--- src/spq_params.svh ---
`ifndef SPQ_PARAMS_SVH
`define SPQ_PARAMS_SVH
// ----------------------------------------
// register byte offsets
// ----------------------------------------
`define SPQ_A_GLOB 8'h00
`define SPQ_A_TMAP 8'h04
`define SPQ_A_CPT_LO 8'h08
`define SPQ_A_CPT_HI 8'h14
`define SPQ_A_WGT 8'h18
`define SPQ_A_STAT 8'h1c
`define SPQ_A_PCTL 8'h20
`define SPQ_A_PAUX 8'h40
`define SPQ_A_PMASK 8'he0
`define SPQ_NPORT 3'd5
// ----------------------------------------
// field positions
// ----------------------------------------
`define SPQ_G_TAIL 1
`define SPQ_G_STRICT 3
`define SPQ_G_FL_DYN 4
`define SPQ_G_FL_STA 5
`define SPQ_G_MAP 6
`define SPQ_G_SNI 8
`define SPQ_P_RMV 1
`define SPQ_P_INS 2
`define SPQ_P_PPRI 3
`define SPQ_P_TPRI 5
`define SPQ_P_CPEN 6
`define SPQ_P_CEIL 7
`define SPQ_P_QSEL 8
`define SPQ_P_TXEN 10
`define SPQ_P_RXEN 11
`define SPQ_P_LDIS 12
`define SPQ_P_PVID 16
// ----------------------------------------
// codes and reset values
// ----------------------------------------
`define SPQ_Q1 2'b00
`define SPQ_Q2 2'b01
`define SPQ_Q4 2'b10
`define SPQ_RST_GLOB 32'h0000_0000
`define SPQ_RST_TMAP 32'h0000_fa50
`define SPQ_RST_WGT 32'h0102_0408
`define SPQ_RST_PCTL 32'h0000_0c00
`define SPQ_RST_PAUX 32'h0000_001f
`define SPQ_TPID 16'h8100
`define SPQ_TAG_POS 5'd12
`define SPQ_TAG_END 5'd16
`define SPQ_CRC_POLY 32'hedb8_8320
`define SPQ_CRC_INIT 32'hffff_ffff
`endif

--- src/spq_pkg.sv ---
package spq_pkg;
  typedef enum logic [1:0] {ST_DATA, ST_INS, ST_TAIL, ST_FCS} spq_eg_e;
  typedef logic [31:0] spq_word_t;
  typedef logic [6:0] spq_credit_t;
endpackage

--- src/spq_port_policy.sv ---
// Summary of operation
// - queue select 00 one queue, 01 two queues, 10 four queues per egress port
// - split queues: top queue (3 with four queues, 1 with two) served highest, queue 0 lowest
// - unsplit port puts every frame in its single queue alike
// - four queues: strict order or weighted fair, 7-bit weights reset 8,4,2,1
// - two queues: global bits 7:6 map 2-bit level to high or low
// - port priority field bits 4:3 gives the level 0-3 when no tag or type-of-service rule applies
// - tagged frames: 3-bit user priority mapped through table to 2-bit level
// - tag priority used only when port control bit 5 is set
// - insert bit 2: untagged frames from allowed sources get ingress default tag
// - inserted tag is 2-byte protocol id then 2-byte control info
// - remove bit 1: tagged frames lose their tag, untagged pass unchanged
// - check sequence recomputed whenever a tag is added or removed
// - ceiling bit 7: priority above port default is replaced by default
// - upper six type-of-service bits index 64 two-bit entries of 128-bit table
// - ports 1-4 states set by transmit, receive and learning-disable bits
// - blocked port still sends override-matched frames to the host port
// - global bits 5 and 4 flush table entries of learning-disabled ports
// - tail tag only on host port when global bit 1; bits 3:0 select
// - serial interface moves one bit per clock with valid and collision
// - tail tag to host: bits 1:0 give ingress port 1 to 4
// - host tail tag bits 3:0 one-hot port mask, all ones all, zero reserved
//
// The Wishbone slave port and the register addresses are this design's own decisions.
`include "spq_params.svh"
module spq_port_policy (
  input wire logic clk,
  input wire logic rst,
  input wire logic wb_cyc_i,
  input wire logic wb_stb_i,
  input wire logic wb_we_i,
  input wire logic [7:0] wb_adr_i,
  input wire logic [31:0] wb_dat_i,
  input wire logic [3:0] wb_sel_i,
  output logic [31:0] wb_dat_o,
  output logic wb_ack_o,
  input wire logic cls_valid,
  input wire logic [2:0] cls_port,
  input wire logic [2:0] cls_eg_port,
  input wire logic cls_tagged,
  input wire logic [2:0] cls_user_prio,
  input wire logic cls_is_ip,
  input wire logic [7:0] cls_tos,
  input wire logic [7:0] cls_tail_tag,
  input wire logic [4:0] cls_lookup_mask,
  input wire logic cls_override_hit,
  output logic res_valid,
  output logic [1:0] res_level,
  output logic [1:0] res_queue,
  output logic [2:0] res_user_prio,
  output logic [4:0] res_fwd_mask,
  output logic res_learn,
  input wire logic sch_req,
  input wire logic [2:0] sch_port,
  input wire logic [3:0] sch_pending,
  output logic sch_grant_valid,
  output logic [1:0] sch_grant,
  output logic flush_pulse,
  output logic flush_dyn,
  output logic flush_sta,
  output logic [3:0] flush_port_mask,
  input wire logic [2:0] eg_port,
  input wire logic [2:0] eg_src_port,
  input wire logic eg_tagged,
  input wire logic in_valid,
  input wire logic [7:0] in_data,
  input wire logic in_last,
  output logic in_ready,
  output logic out_valid,
  output logic [7:0] out_data,
  output logic out_last,
  input wire logic out_ready,
  output logic sni_txen,
  output logic sni_txd,
  input wire logic sni_col
);
  import spq_pkg::*;

  function automatic logic [31:0] wmerge(input logic [31:0] o, input logic [31:0] d,
                                         input logic [3:0] s);
    logic [31:0] r;
    r = o;
    for (int b = 0; b < 4; b++) begin
      if (s[b]) begin
        r[8*b +: 8] = d[8*b +: 8];
      end
    end
    return r;
  endfunction

  function automatic logic [1:0] hi_q(input logic [3:0] m);
    return m[3] ? 2'd3 : m[2] ? 2'd2 : m[1] ? 2'd1 : 2'd0;
  endfunction

  function automatic logic [31:0] crc_byte(input logic [31:0] c, input logic [7:0] d);
    logic [31:0] x;
    x = c ^ {24'h0, d};
    for (int i = 0; i < 8; i++) begin
      x = x[0] ? ((x >> 1) ^ `SPQ_CRC_POLY) : (x >> 1);
    end
    return x;
  endfunction

  // ----------------------------------------
  // register bus
  // ----------------------------------------
  spq_word_t glob_r, tmap_r, wgt_r;
  spq_word_t cpt_r [4];
  spq_word_t pctl_r [5];
  spq_word_t paux_r [5];
  logic ack_r, col_r;
  logic [31:0] rdat_r;
  logic [1:0] last_lv_r;
  logic [3:0] ldis_v;
  logic eg_busy;

  wire wb_req = wb_cyc_i && wb_stb_i && !ack_r;
  wire wb_wr = wb_req && wb_we_i;
  wire [2:0] adr_pi = wb_adr_i[4:2];
  wire [1:0] adr_ci = 2'(wb_adr_i[4:2] - 3'd2);
  wire adr_al = wb_adr_i[1:0] == 2'b00;
  wire hit_glob = wb_adr_i == `SPQ_A_GLOB;
  wire hit_tmap = wb_adr_i == `SPQ_A_TMAP;
  wire hit_cpt = adr_al && wb_adr_i >= `SPQ_A_CPT_LO && wb_adr_i <= `SPQ_A_CPT_HI;
  wire hit_wgt = wb_adr_i == `SPQ_A_WGT;
  wire hit_stat = wb_adr_i == `SPQ_A_STAT;
  wire hit_pctl = adr_al && (wb_adr_i & `SPQ_A_PMASK) == `SPQ_A_PCTL && adr_pi < `SPQ_NPORT;
  wire hit_paux = adr_al && (wb_adr_i & `SPQ_A_PMASK) == `SPQ_A_PAUX && adr_pi < `SPQ_NPORT;
  wire [31:0] stat_v = {28'h0, last_lv_r, eg_busy, col_r};
  wire [31:0] rd_mux = hit_glob ? glob_r : hit_tmap ? tmap_r : hit_cpt ? cpt_r[adr_ci] :
                       hit_wgt ? wgt_r : hit_stat ? stat_v : hit_pctl ? pctl_r[adr_pi] :
                       hit_paux ? paux_r[adr_pi] : 32'h0;
  wire fl_wr = wb_wr && hit_glob && wb_sel_i[0] &&
               (wb_dat_i[`SPQ_G_FL_DYN] || wb_dat_i[`SPQ_G_FL_STA]);

  assign wb_ack_o = ack_r;
  assign wb_dat_o = rdat_r;

  always_ff @(posedge clk or posedge rst) begin
    if (rst) begin
      ack_r <= 1'b0;
      rdat_r <= 32'h0;
    end else begin
      ack_r <= wb_req;
      rdat_r <= (wb_req && !wb_we_i) ? rd_mux : 32'h0;
    end
  end

  always_ff @(posedge clk or posedge rst) begin
    if (rst) begin
      glob_r <= `SPQ_RST_GLOB;
      tmap_r <= `SPQ_RST_TMAP;
      wgt_r <= `SPQ_RST_WGT;
      for (int i = 0; i < 4; i++) cpt_r[i] <= 32'h0;
      for (int i = 0; i < 5; i++) begin
        pctl_r[i] <= `SPQ_RST_PCTL;
        paux_r[i] <= `SPQ_RST_PAUX;
      end
    end else if (wb_wr) begin
      // flush bits act once and are not kept
      if (hit_glob) glob_r <= wmerge(glob_r, wb_dat_i, wb_sel_i) & 32'hffff_ffcf;
      if (hit_tmap) tmap_r <= wmerge(tmap_r, wb_dat_i, wb_sel_i);
      if (hit_cpt) cpt_r[adr_ci] <= wmerge(cpt_r[adr_ci], wb_dat_i, wb_sel_i);
      if (hit_wgt) wgt_r <= wmerge(wgt_r, wb_dat_i, wb_sel_i) & 32'h7f7f_7f7f;
      if (hit_pctl) pctl_r[adr_pi] <= wmerge(pctl_r[adr_pi], wb_dat_i, wb_sel_i);
      if (hit_paux) paux_r[adr_pi] <= wmerge(paux_r[adr_pi], wb_dat_i, wb_sel_i) & 32'h1f;
    end
  end

  // ----------------------------------------
  // table flush
  // ----------------------------------------
  assign ldis_v = {pctl_r[3][`SPQ_P_LDIS], pctl_r[2][`SPQ_P_LDIS],
                   pctl_r[1][`SPQ_P_LDIS], pctl_r[0][`SPQ_P_LDIS]};

  always_ff @(posedge clk or posedge rst) begin
    if (rst) begin
      flush_pulse <= 1'b0;
      flush_dyn <= 1'b0;
      flush_sta <= 1'b0;
      flush_port_mask <= 4'h0;
    end else begin
      flush_pulse <= fl_wr;
      flush_dyn <= fl_wr && wb_dat_i[`SPQ_G_FL_DYN];
      flush_sta <= fl_wr && wb_dat_i[`SPQ_G_FL_STA];
      flush_port_mask <= fl_wr ? ldis_v : 4'h0;
    end
  end

  a_flush_port_mask: assert property (@(posedge clk) disable iff (rst)
    flush_pulse |-> flush_port_mask == $past(ldis_v))
    else $error("flush mask differs from learning-disabled ports");

  // ----------------------------------------
  // ingress classification
  // ----------------------------------------
  wire [31:0] pc_in = pctl_r[cls_port];
  wire [2:0] dflt_up = pc_in[`SPQ_P_PVID + 13 +: 3];
  wire [127:0] cpt_bits = {cpt_r[3], cpt_r[2], cpt_r[1], cpt_r[0]};
  wire [2:0] up_ceil = (pc_in[`SPQ_P_CEIL] && cls_tagged && cls_user_prio > dflt_up) ?
                       dflt_up : cls_user_prio;
  wire [1:0] lv_tag = tmap_r[{up_ceil, 1'b0} +: 2];
  wire [1:0] lv_cp = cpt_bits[{cls_tos[7:2], 1'b0} +: 2];
  wire [1:0] lv = (pc_in[`SPQ_P_TPRI] && cls_tagged) ? lv_tag :
                  (pc_in[`SPQ_P_CPEN] && cls_is_ip) ? lv_cp :
                  pc_in[`SPQ_P_PPRI +: 2];
  wire [1:0] cq_mode = pctl_r[cls_eg_port][`SPQ_P_QSEL +: 2];
  wire q2_hi = lv > glob_r[`SPQ_G_MAP +: 2];
  wire [1:0] cq = (cq_mode == `SPQ_Q4) ? lv :
                  (cq_mode == `SPQ_Q2) ? {1'b0, q2_hi} : 2'd0;
  wire [4:0] txok = {1'b1, pctl_r[3][`SPQ_P_TXEN], pctl_r[2][`SPQ_P_TXEN],
                     pctl_r[1][`SPQ_P_TXEN], pctl_r[0][`SPQ_P_TXEN]};
  wire from_host_tt = cls_port == 3'd4 && glob_r[`SPQ_G_TAIL];
  wire [4:0] fwd = from_host_tt ? {1'b0, cls_tail_tag[3:0]} :
                   pc_in[`SPQ_P_RXEN] ? (cls_lookup_mask & txok) :
                   cls_override_hit ? 5'h10 : 5'h00;
  logic [1:0] res_qmode_r;

  always_ff @(posedge clk or posedge rst) begin
    if (rst) begin
      res_valid <= 1'b0;
      res_level <= 2'd0;
      res_queue <= 2'd0;
      res_user_prio <= 3'd0;
      res_fwd_mask <= 5'h0;
      res_learn <= 1'b0;
      res_qmode_r <= 2'd0;
      last_lv_r <= 2'd0;
    end else begin
      res_valid <= cls_valid;
      if (cls_valid) begin
        res_level <= lv;
        res_queue <= cq;
        res_user_prio <= up_ceil;
        res_fwd_mask <= fwd;
        res_learn <= !pc_in[`SPQ_P_LDIS];
        res_qmode_r <= cq_mode;
        last_lv_r <= lv;
      end
    end
  end

  a_single_queue: assert property (@(posedge clk) disable iff (rst)
    res_valid && res_qmode_r == `SPQ_Q1 |-> res_queue == 2'd0)
    else $error("unsplit port used a queue other than 0");

  a_blocked_override: assert property (@(posedge clk) disable iff (rst)
    cls_valid && cls_port < 3'd4 && !pc_in[`SPQ_P_RXEN] && cls_override_hit
    |=> res_fwd_mask == 5'h10)
    else $error("override frame of blocked port not sent to host");

  a_learn_state: assert property (@(posedge clk) disable iff (rst)
    cls_valid |=> res_learn == !$past(pc_in[`SPQ_P_LDIS]))
    else $error("learn flag does not follow learning disable");

  // ----------------------------------------
  // egress scheduler
  // ----------------------------------------
  spq_credit_t cr_r [5][4];
  wire [1:0] smode = pctl_r[sch_port][`SPQ_P_QSEL +: 2];
  logic [3:0] crd_ok;
  always_comb begin
    for (int q = 0; q < 4; q++) crd_ok[q] = sch_pending[q] && cr_r[sch_port][q] != 7'd0;
  end
  wire wfq_any = |crd_ok;
  wire strict = glob_r[`SPQ_G_STRICT];
  wire [1:0] wfq_q = wfq_any ? hi_q(crd_ok) : hi_q(sch_pending);
  wire [1:0] g_q = (smode == `SPQ_Q4) ? (strict ? hi_q(sch_pending) : wfq_q) :
                   (smode == `SPQ_Q2) ? {1'b0, sch_pending[1]} : 2'd0;
  wire g_ok = (smode == `SPQ_Q4) ? |sch_pending :
              (smode == `SPQ_Q2) ? |sch_pending[1:0] : sch_pending[0];
  wire wfq_step = sch_req && g_ok && smode == `SPQ_Q4 && !strict;

  always_ff @(posedge clk or posedge rst) begin
    if (rst) begin
      sch_grant_valid <= 1'b0;
      sch_grant <= 2'd0;
      for (int p = 0; p < 5; p++) begin
        for (int q = 0; q < 4; q++) cr_r[p][q] <= 7'd0;
      end
    end else begin
      sch_grant_valid <= sch_req && g_ok;
      if (sch_req && g_ok) sch_grant <= g_q;
      if (wfq_step) begin
        for (int q = 0; q < 4; q++) begin
          if (!wfq_any) begin
            cr_r[sch_port][q] <= wgt_r[8*q +: 7] - ((2'(q) == wfq_q) ? 7'd1 : 7'd0);
          end else if (2'(q) == wfq_q) begin
            cr_r[sch_port][q] <= cr_r[sch_port][q] - 7'd1;
          end
        end
      end
    end
  end

  a_strict_top: assert property (@(posedge clk) disable iff (rst)
    sch_req && smode == `SPQ_Q4 && strict && sch_pending[3] |=> sch_grant == 2'd3)
    else $error("strict scheduler did not pick queue 3");

  // ----------------------------------------
  // egress frame editor
  // ----------------------------------------
  spq_eg_e st_r;
  logic [4:0] cnt_r;
  logic [1:0] idx_r;
  logic idone_r;
  logic [31:0] crc_r;
  logic ov_r, ol_r;
  logic [7:0] od_r;
  logic [7:0] sh_r;
  logic [3:0] sn_r;
  logic [7:0] eb;

  wire sni_en = glob_r[`SPQ_G_SNI];
  wire ordy = sni_en ? (sn_r <= 4'd1) : out_ready;
  wire load = !ov_r || ordy;
  wire [31:0] pe = pctl_r[eg_port];
  wire [31:0] ps = pctl_r[eg_src_port];
  wire ins_c = pe[`SPQ_P_INS] && paux_r[eg_port][eg_src_port] && !eg_tagged;
  wire rmv_c = pe[`SPQ_P_RMV] && eg_tagged;
  wire tail_c = glob_r[`SPQ_G_TAIL] && eg_port == 3'd4;
  wire ins_hit = st_r == ST_DATA && !idone_r && cnt_r == `SPQ_TAG_POS && ins_c && in_valid;
  wire rmv_hit = st_r == ST_DATA && rmv_c && cnt_r >= `SPQ_TAG_POS && cnt_r < `SPQ_TAG_END;
  wire take = in_valid && in_ready;
  wire emit = load && (st_r == ST_DATA ? (take && !rmv_hit) : 1'b1);
  wire [15:0] tpid = `SPQ_TPID;
  wire [7:0] tag_b = (idx_r == 2'd0) ? tpid[15:8] : (idx_r == 2'd1) ? tpid[7:0] :
                     (idx_r == 2'd2) ? ps[31:24] : ps[23:16];
  wire [7:0] tail_b = {6'h0, eg_src_port[1:0]};
  wire [7:0] fcs_b = ~crc_r[{idx_r, 3'b000} +: 8];

  assign in_ready = load && st_r == ST_DATA && !ins_hit;
  assign eg_busy = st_r != ST_DATA || cnt_r != 5'd0;
  assign out_valid = ov_r;
  assign out_data = od_r;
  assign out_last = ol_r;

  always_comb begin
    unique case (st_r)
      ST_DATA: eb = in_data;
      ST_INS: eb = tag_b;
      ST_TAIL: eb = tail_b;
      ST_FCS: eb = fcs_b;
    endcase
  end

  always_ff @(posedge clk or posedge rst) begin
    if (rst) begin
      ov_r <= 1'b0;
      od_r <= 8'h0;
      ol_r <= 1'b0;
    end else if (load) begin
      ov_r <= emit;
      od_r <= emit ? eb : od_r;
      ol_r <= st_r == ST_FCS && idx_r == 2'd3;
    end
  end

  always_ff @(posedge clk or posedge rst) begin
    if (rst) begin
      crc_r <= `SPQ_CRC_INIT;
    end else if (emit && st_r == ST_FCS && idx_r == 2'd3) begin
      crc_r <= `SPQ_CRC_INIT;
    end else if (emit && st_r != ST_FCS) begin
      crc_r <= crc_byte(crc_r, eb);
    end
  end

  always_ff @(posedge clk or posedge rst) begin
    if (rst) begin
      st_r <= ST_DATA;
      cnt_r <= 5'd0;
      idx_r <= 2'd0;
      idone_r <= 1'b0;
    end else if (load) begin
      unique case (st_r)
        ST_DATA: begin
          if (ins_hit) begin
            st_r <= ST_INS;
            idx_r <= 2'd0;
          end else if (take) begin
            cnt_r <= (cnt_r == `SPQ_TAG_END) ? cnt_r : cnt_r + 5'd1;
            idx_r <= 2'd0;
            if (in_last) st_r <= tail_c ? ST_TAIL : ST_FCS;
          end
        end
        ST_INS: begin
          idx_r <= idx_r + 2'd1;
          if (idx_r == 2'd3) begin
            st_r <= ST_DATA;
            idone_r <= 1'b1;
          end
        end
        ST_TAIL: st_r <= ST_FCS;
        ST_FCS: begin
          idx_r <= idx_r + 2'd1;
          if (idx_r == 2'd3) begin
            st_r <= ST_DATA;
            cnt_r <= 5'd0;
            idone_r <= 1'b0;
          end
        end
      endcase
    end
  end

  a_ins_tpid: assert property (@(posedge clk) disable iff (rst)
    st_r == ST_INS && idx_r == 2'd0 && load |=> out_valid && out_data == 8'h81)
    else $error("inserted tag does not open with protocol id");

  a_rmv_silent: assert property (@(posedge clk) disable iff (rst)
    rmv_hit && take |=> !out_valid)
    else $error("byte of removed tag was emitted");

  a_tail_src: assert property (@(posedge clk) disable iff (rst)
    st_r == ST_TAIL && load |=> out_data == {6'h0, $past(eg_src_port[1:0])})
    else $error("tail byte does not name ingress port");

  a_fcs_end: assert property (@(posedge clk) disable iff (rst)
    st_r == ST_FCS && idx_r == 2'd3 && load |=> out_last && out_valid)
    else $error("frame did not end on fourth check byte");

  // ----------------------------------------
  // legacy serial transmit
  // ----------------------------------------
  wire sni_take = sni_en && ov_r && sn_r <= 4'd1;

  always_ff @(posedge clk or posedge rst) begin
    if (rst) begin
      sh_r <= 8'h0;
      sn_r <= 4'd0;
      sni_txen <= 1'b0;
      sni_txd <= 1'b0;
    end else begin
      sni_txen <= sn_r != 4'd0;
      sni_txd <= (sn_r != 4'd0) ? sh_r[0] : 1'b0;
      if (sni_take) begin
        sh_r <= od_r;
        sn_r <= 4'd8;
      end else if (sn_r != 4'd0) begin
        sh_r <= sh_r >> 1;
        sn_r <= sn_r - 4'd1;
      end
    end
  end

  // collision seen sticky; a new hit beats the software clear
  always_ff @(posedge clk or posedge rst) begin
    if (rst) begin
      col_r <= 1'b0;
    end else if (sni_col && sni_txen) begin
      col_r <= 1'b1;
    end else if (wb_wr && hit_stat && wb_sel_i[0] && wb_dat_i[0]) begin
      col_r <= 1'b0;
    end
  end

  a_sni_bitrate: assert property (@(posedge clk) disable iff (rst)
    sni_take |=> ##1 sni_txen && sni_txd == $past(od_r[0], 2))
    else $error("serial bit does not follow loaded byte");

endmodule

--- config.mk ---
export PLATFORM = sky130hd
export DESIGN_NAME = spq_port_policy
export DESIGN_NICKNAME = d
export VERILOG_FILES = /design/src/spq_pkg.sv /design/src/spq_port_policy.sv
export VERILOG_INCLUDE_DIRS = /design/src
export SDC_FILE = /design/constraint.sdc
export NUM_CORES = 2
export LEC_CHECK = 0
export BUFFER_PORTS_ARGS = -buffer_cell sky130_fd_sc_hd__buf_2
export CAP_MARGIN = 20
export CORE_MARGIN = 2
export CORE_UTILIZATION = 65
export DETAILED_ROUTE_END_ITERATION = 8
export GPL_TIMING_DRIVEN = 0
export PLACE_DENSITY = 0.84
export SLEW_MARGIN = 10
export SYNTH_ARGS = -nofsm -noshare
export SYNTH_HDL_FRONTEND = slang
export SYNTH_SLANG_ARGS = --single-unit
export TNS_END_PERCENT = 20
--- constraint.sdc ---
create_clock -name clk -period 39.3 [get_ports clk]
set_input_delay 3.93 -clock clk [delete_from_list [all_inputs] [get_ports clk]]
set_output_delay 3.93 -clock clk [all_outputs]
set_load 0.03 [all_outputs]
==> impl_results.md <==
* Peak Freq at 101.1 MHz
* Power Total at 0.002106 W
* Slew HR at 0.2444
* Synth unique cells at 99
* Seq cells post-synth at 667
* Core box area at 54880 um2
* Critical path required time at 39.81 ns
* Die width at 239.3 um
* Final hold violation count at 0
* Clk slew on worst S/H paths at 0.06 ns
* Max Root-Sink Buffers at 3
* Pwr Density at 52.16 nW/um2
* Internal power at 0.001413 W
* Wire per inst at 29.85 um
* Final instance area at 40360 um2
* Sw frac at 0.3289
* Post-CTS sizing at 0
* Synth top area share at 0.4089
* Non-filler cells, final at 4073
* Grt ovf at 0
* Initial DRC count at 3670
* Synth Flop Type: dfrtp_1
* Fillers at 3700
* Final cell utilization of the core at 0.7355
* Worst-margin pin slew at 1.125 ns
* Post-route DRC at 0
* Fin. max-slew vios at 0
* CP peak stage delay at 0.69 ns
* H-tree Lvls at 3
* Crit start category: primary input
* Hold Path End: cr_r[45]
* Avg Inst Size Synth at 11.75 um2
* Post-Syn Area at 35990 um2
* HPWL after detailed placement at 88080 um
* # nets final at 3446
* Final period util at 0.2517
* DR vias at 29088
* Clock root buffer master: clkbuf_16
* CP Cell Sequence: buf_2 > buf_2 > buf_2 > clkbuf_1 > clkbuf_1 > o22ai_1 > inv_1 > ha_1 > nor3b_1 > nand4b_1 > o21ai_1 > o211ai_1 > nor2b_1 > ha_1 > ha_1 > nand2_1 > nor3_1 > xnor2_1 > o22ai_1 > mux2_1
* Cells on worst reg2reg path at 15
* Final Setup Violations at 0
* RR Startpoint: cr_r[29]
* Cts hold-fix bufs at 0
* Dpl cells at 3940
* Placed inst area at 37880 um2
* GPL Wtd Cong at 0.9914
* Clock skew at 0.01761 ns
* Hold Path Class: register to register
* CTS tree: done
* Clock Latency Late Sink at 0.63 ns
* Synthesized instance count at 3063
* Routed vias/inst at 7.142
* R2r setup slk at 34.23 ns
* Layout cells sized above 1 at 0.3119
* Syn nets at 3198
* IO buf count at 165
* DRT Pass-1 Iters at 6
* Sequential share of the synthesized area at 0.4666
* CP Data Arrival Time at 10.40 ns
* Pin count of the biggest net entering global routing at 125
* Total number of yosys warnings at 0
* Sequential share of power at 0.368
* # IOs at 180
* Reg-to-reg endpoint: cr_r[41]
* Part of the power in combinational logic at 0.292
* RSZ-0062 raised after global routing: no
* Initial antenna violation count at 5
* Crit end category: register
* WS Path Type: primary input to register
* Slowest cell on crit path: clkbuf_1
* CP Max Fanout at 10
* Post-synth EDFFs at 0
* Peak supply drop at 178.2 uV
* Area contributors post-synth: dfrtp_1 41%, mux2_2 13%, mux4_2 8.6%, dfstp_2 5.8%, a21oi_1 3.5%
* Total CTS buffers at 73
* Die ar. at 57260 um2
* Vias in the first global route at 29317
* Clock share of power at 0.341
* Post-route minimum period at 9.890 ns
* Max Cap Viol at 0
* First-pass GRT wire length at 181900 um
* Hold Path Origin: cr_r[45]
* Async set-or-reset flop fraction in the synthesized netlist at 1.000
* Post-synth top area cell: dfrtp_1
* Die extent in y at 239.3 um
* Setup TNS at 0 ns
* Sw power at 0.0006925 W
* Initial Utilization at 0.6557
* Layout area overhead at 12.17%
* GR Util All Layers at 0.4286
* Post-CTS setup buffers at 0
* Status: complete, no violations
* Row count at 86
* Clk sinks at 667
* Routed WL at 121600 um
* ANT nets after route at 0
* Static Leak at 17.95 nW
* Worst Hold Path Cells at 2
[how the worst max path moves through the flow]
stage                           start  slack [ns]  depth (start not counted)         end
after CTS                  eg_port[0]       29.48                          8    in_ready
after detailed placement  sch_port[2]       29.15                         20    cr_r[41]
after floorplan                   rst       16.81                          1    cnt_r[0]
final                     sch_port[2]       29.41                         20    cr_r[41]
after global placement            rst       10.75                          2  pctl_r[34]
after global routing       eg_port[0]       29.33                          8    in_ready
[metrics by stage]
step | hold WS, ns | setup WS, ns
after floorplan | 0.4444 | 16.81
after global placement | 0.4580 | 10.75
after detailed placement | 0.4658 | 29.15
after CTS | 0.4789 | 29.48
after global routing | 0.5088 | 29.33
final | 0.4814 | 29.41
[synth_stat cells (44+ instances only)]
library cell	instances
inv_1	47
nor2_1	227
a21oi_1	254
mux2i_1	85
a22oi_1	44
xor2_1	47
o21ai_0	96
mux4_2	138
o22ai_1	90
dfrtp_1	588
xnor2_1	59
nor3_1	57
dfstp_2	79
nand2_1	165
clkbuf_1	99
mux2_2	420
[kinds of logic after synthesis]
group | count (synthesis) | share of synthesized area
AO/OA/AOI/OAI | 706 | 0.1269
XOR/XNOR | 112 | 0.02851
adder cells (fa/ha/maj) | 25 | 0.008692
buffers and inverters | 232 | 0.02921
flip-flops | 667 | 0.4666
multiplexers | 667 | 0.2519
AND/OR/NAND/NOR | 654 | 0.08821
[worst max-delay path, delay by kind of cell]
family	cells	cell delay [ns]
buf+inv	6	2.41
compound gates	4	1.50
simple gates	5	0.93
fa+ha+maj	3	0.67
xor+xnor	1	0.62
mux	1	0.31
[cell type report]
| type | instances | area [um2] | share of cell area |
|---|---|---|---|
| Antenna cell | 3 | 7.507 | 0.0001860 |
| Buffer | 184 | 870.8 | 0.02157 |
| Clock buffer | 108 | 2191 | 0.05428 |
| Clock inverter | 22 | 284.0 | 0.007037 |
| Inverter | 48 | 187.7 | 0.004650 |
| Multi-Input combinational cell | 2164 | 18150 | 0.4497 |
| Sequential cell | 667 | 16790 | 0.4160 |
| Tap cell | 704 | 880.8 | 0.02182 |
| Timing Repair Buffer | 173 | 1001 | 0.02480 |
[sequential cells by signal, indices dropped and copies added (netlist names), 2 cells and up]
register / count
crc_r: 32
sh_r: 8
glob_r: 30
cnt_r: 5
cr_r: 140
res_queue: 2
cpt_bits: 128
res_fwd_mask: 5
sn_r: 4
st_r: 2
pctl_r: 156
paux_r: 25
flush_port_mask: 4
ldis_v: 4
sch_grant: 2
wgt_r: 28
tmap_r: 32
res_user_prio: 3
last_lv_r: 2
out_data: 8
wb_dat_o: 32
idx_r: 2
[layout by cell type, fill, tap and decap left out, types with 90 or more instances in the layout]
master | synthesis | layout
nor2_1 | 227 | 227
o21ai_0 | 96 | 96
o22ai_1 | 90 | 90
mux4_2 | 138 | 138
mux2_2 | 420 | 420
a21oi_1 | 254 | 254
buf_2 | 42 | 207
nand2_1 | 165 | 165
clkbuf_1 | 99 | 113
dfrtp_1 | 588 | 588
[power groups by stage]
stage          Sequential [W]  Combinational (W)  Clock (W)
6_report             0.000775           0.000614   0.000717
5_1_grt              0.000778           0.000660   0.000743
4_1_cts              0.000773           0.000606   0.000715
3_5_place_dp         0.000785           0.000601          0
3_3_place_gp         0.000784           0.000584          0
2_1_floorplan        0.000785           0.000449          0
[metal layers]
layer,GRT usage,vias to the layer above,share of wire
met3,0.1369,451,0.13
met1,0.5676,14603,0.37
met5,0,-,0.00019
met2,0.6390,2093,0.44
li1,-,11937,-
met4,0.2188,4,0.059
Power figures use the tool's default switching activity.
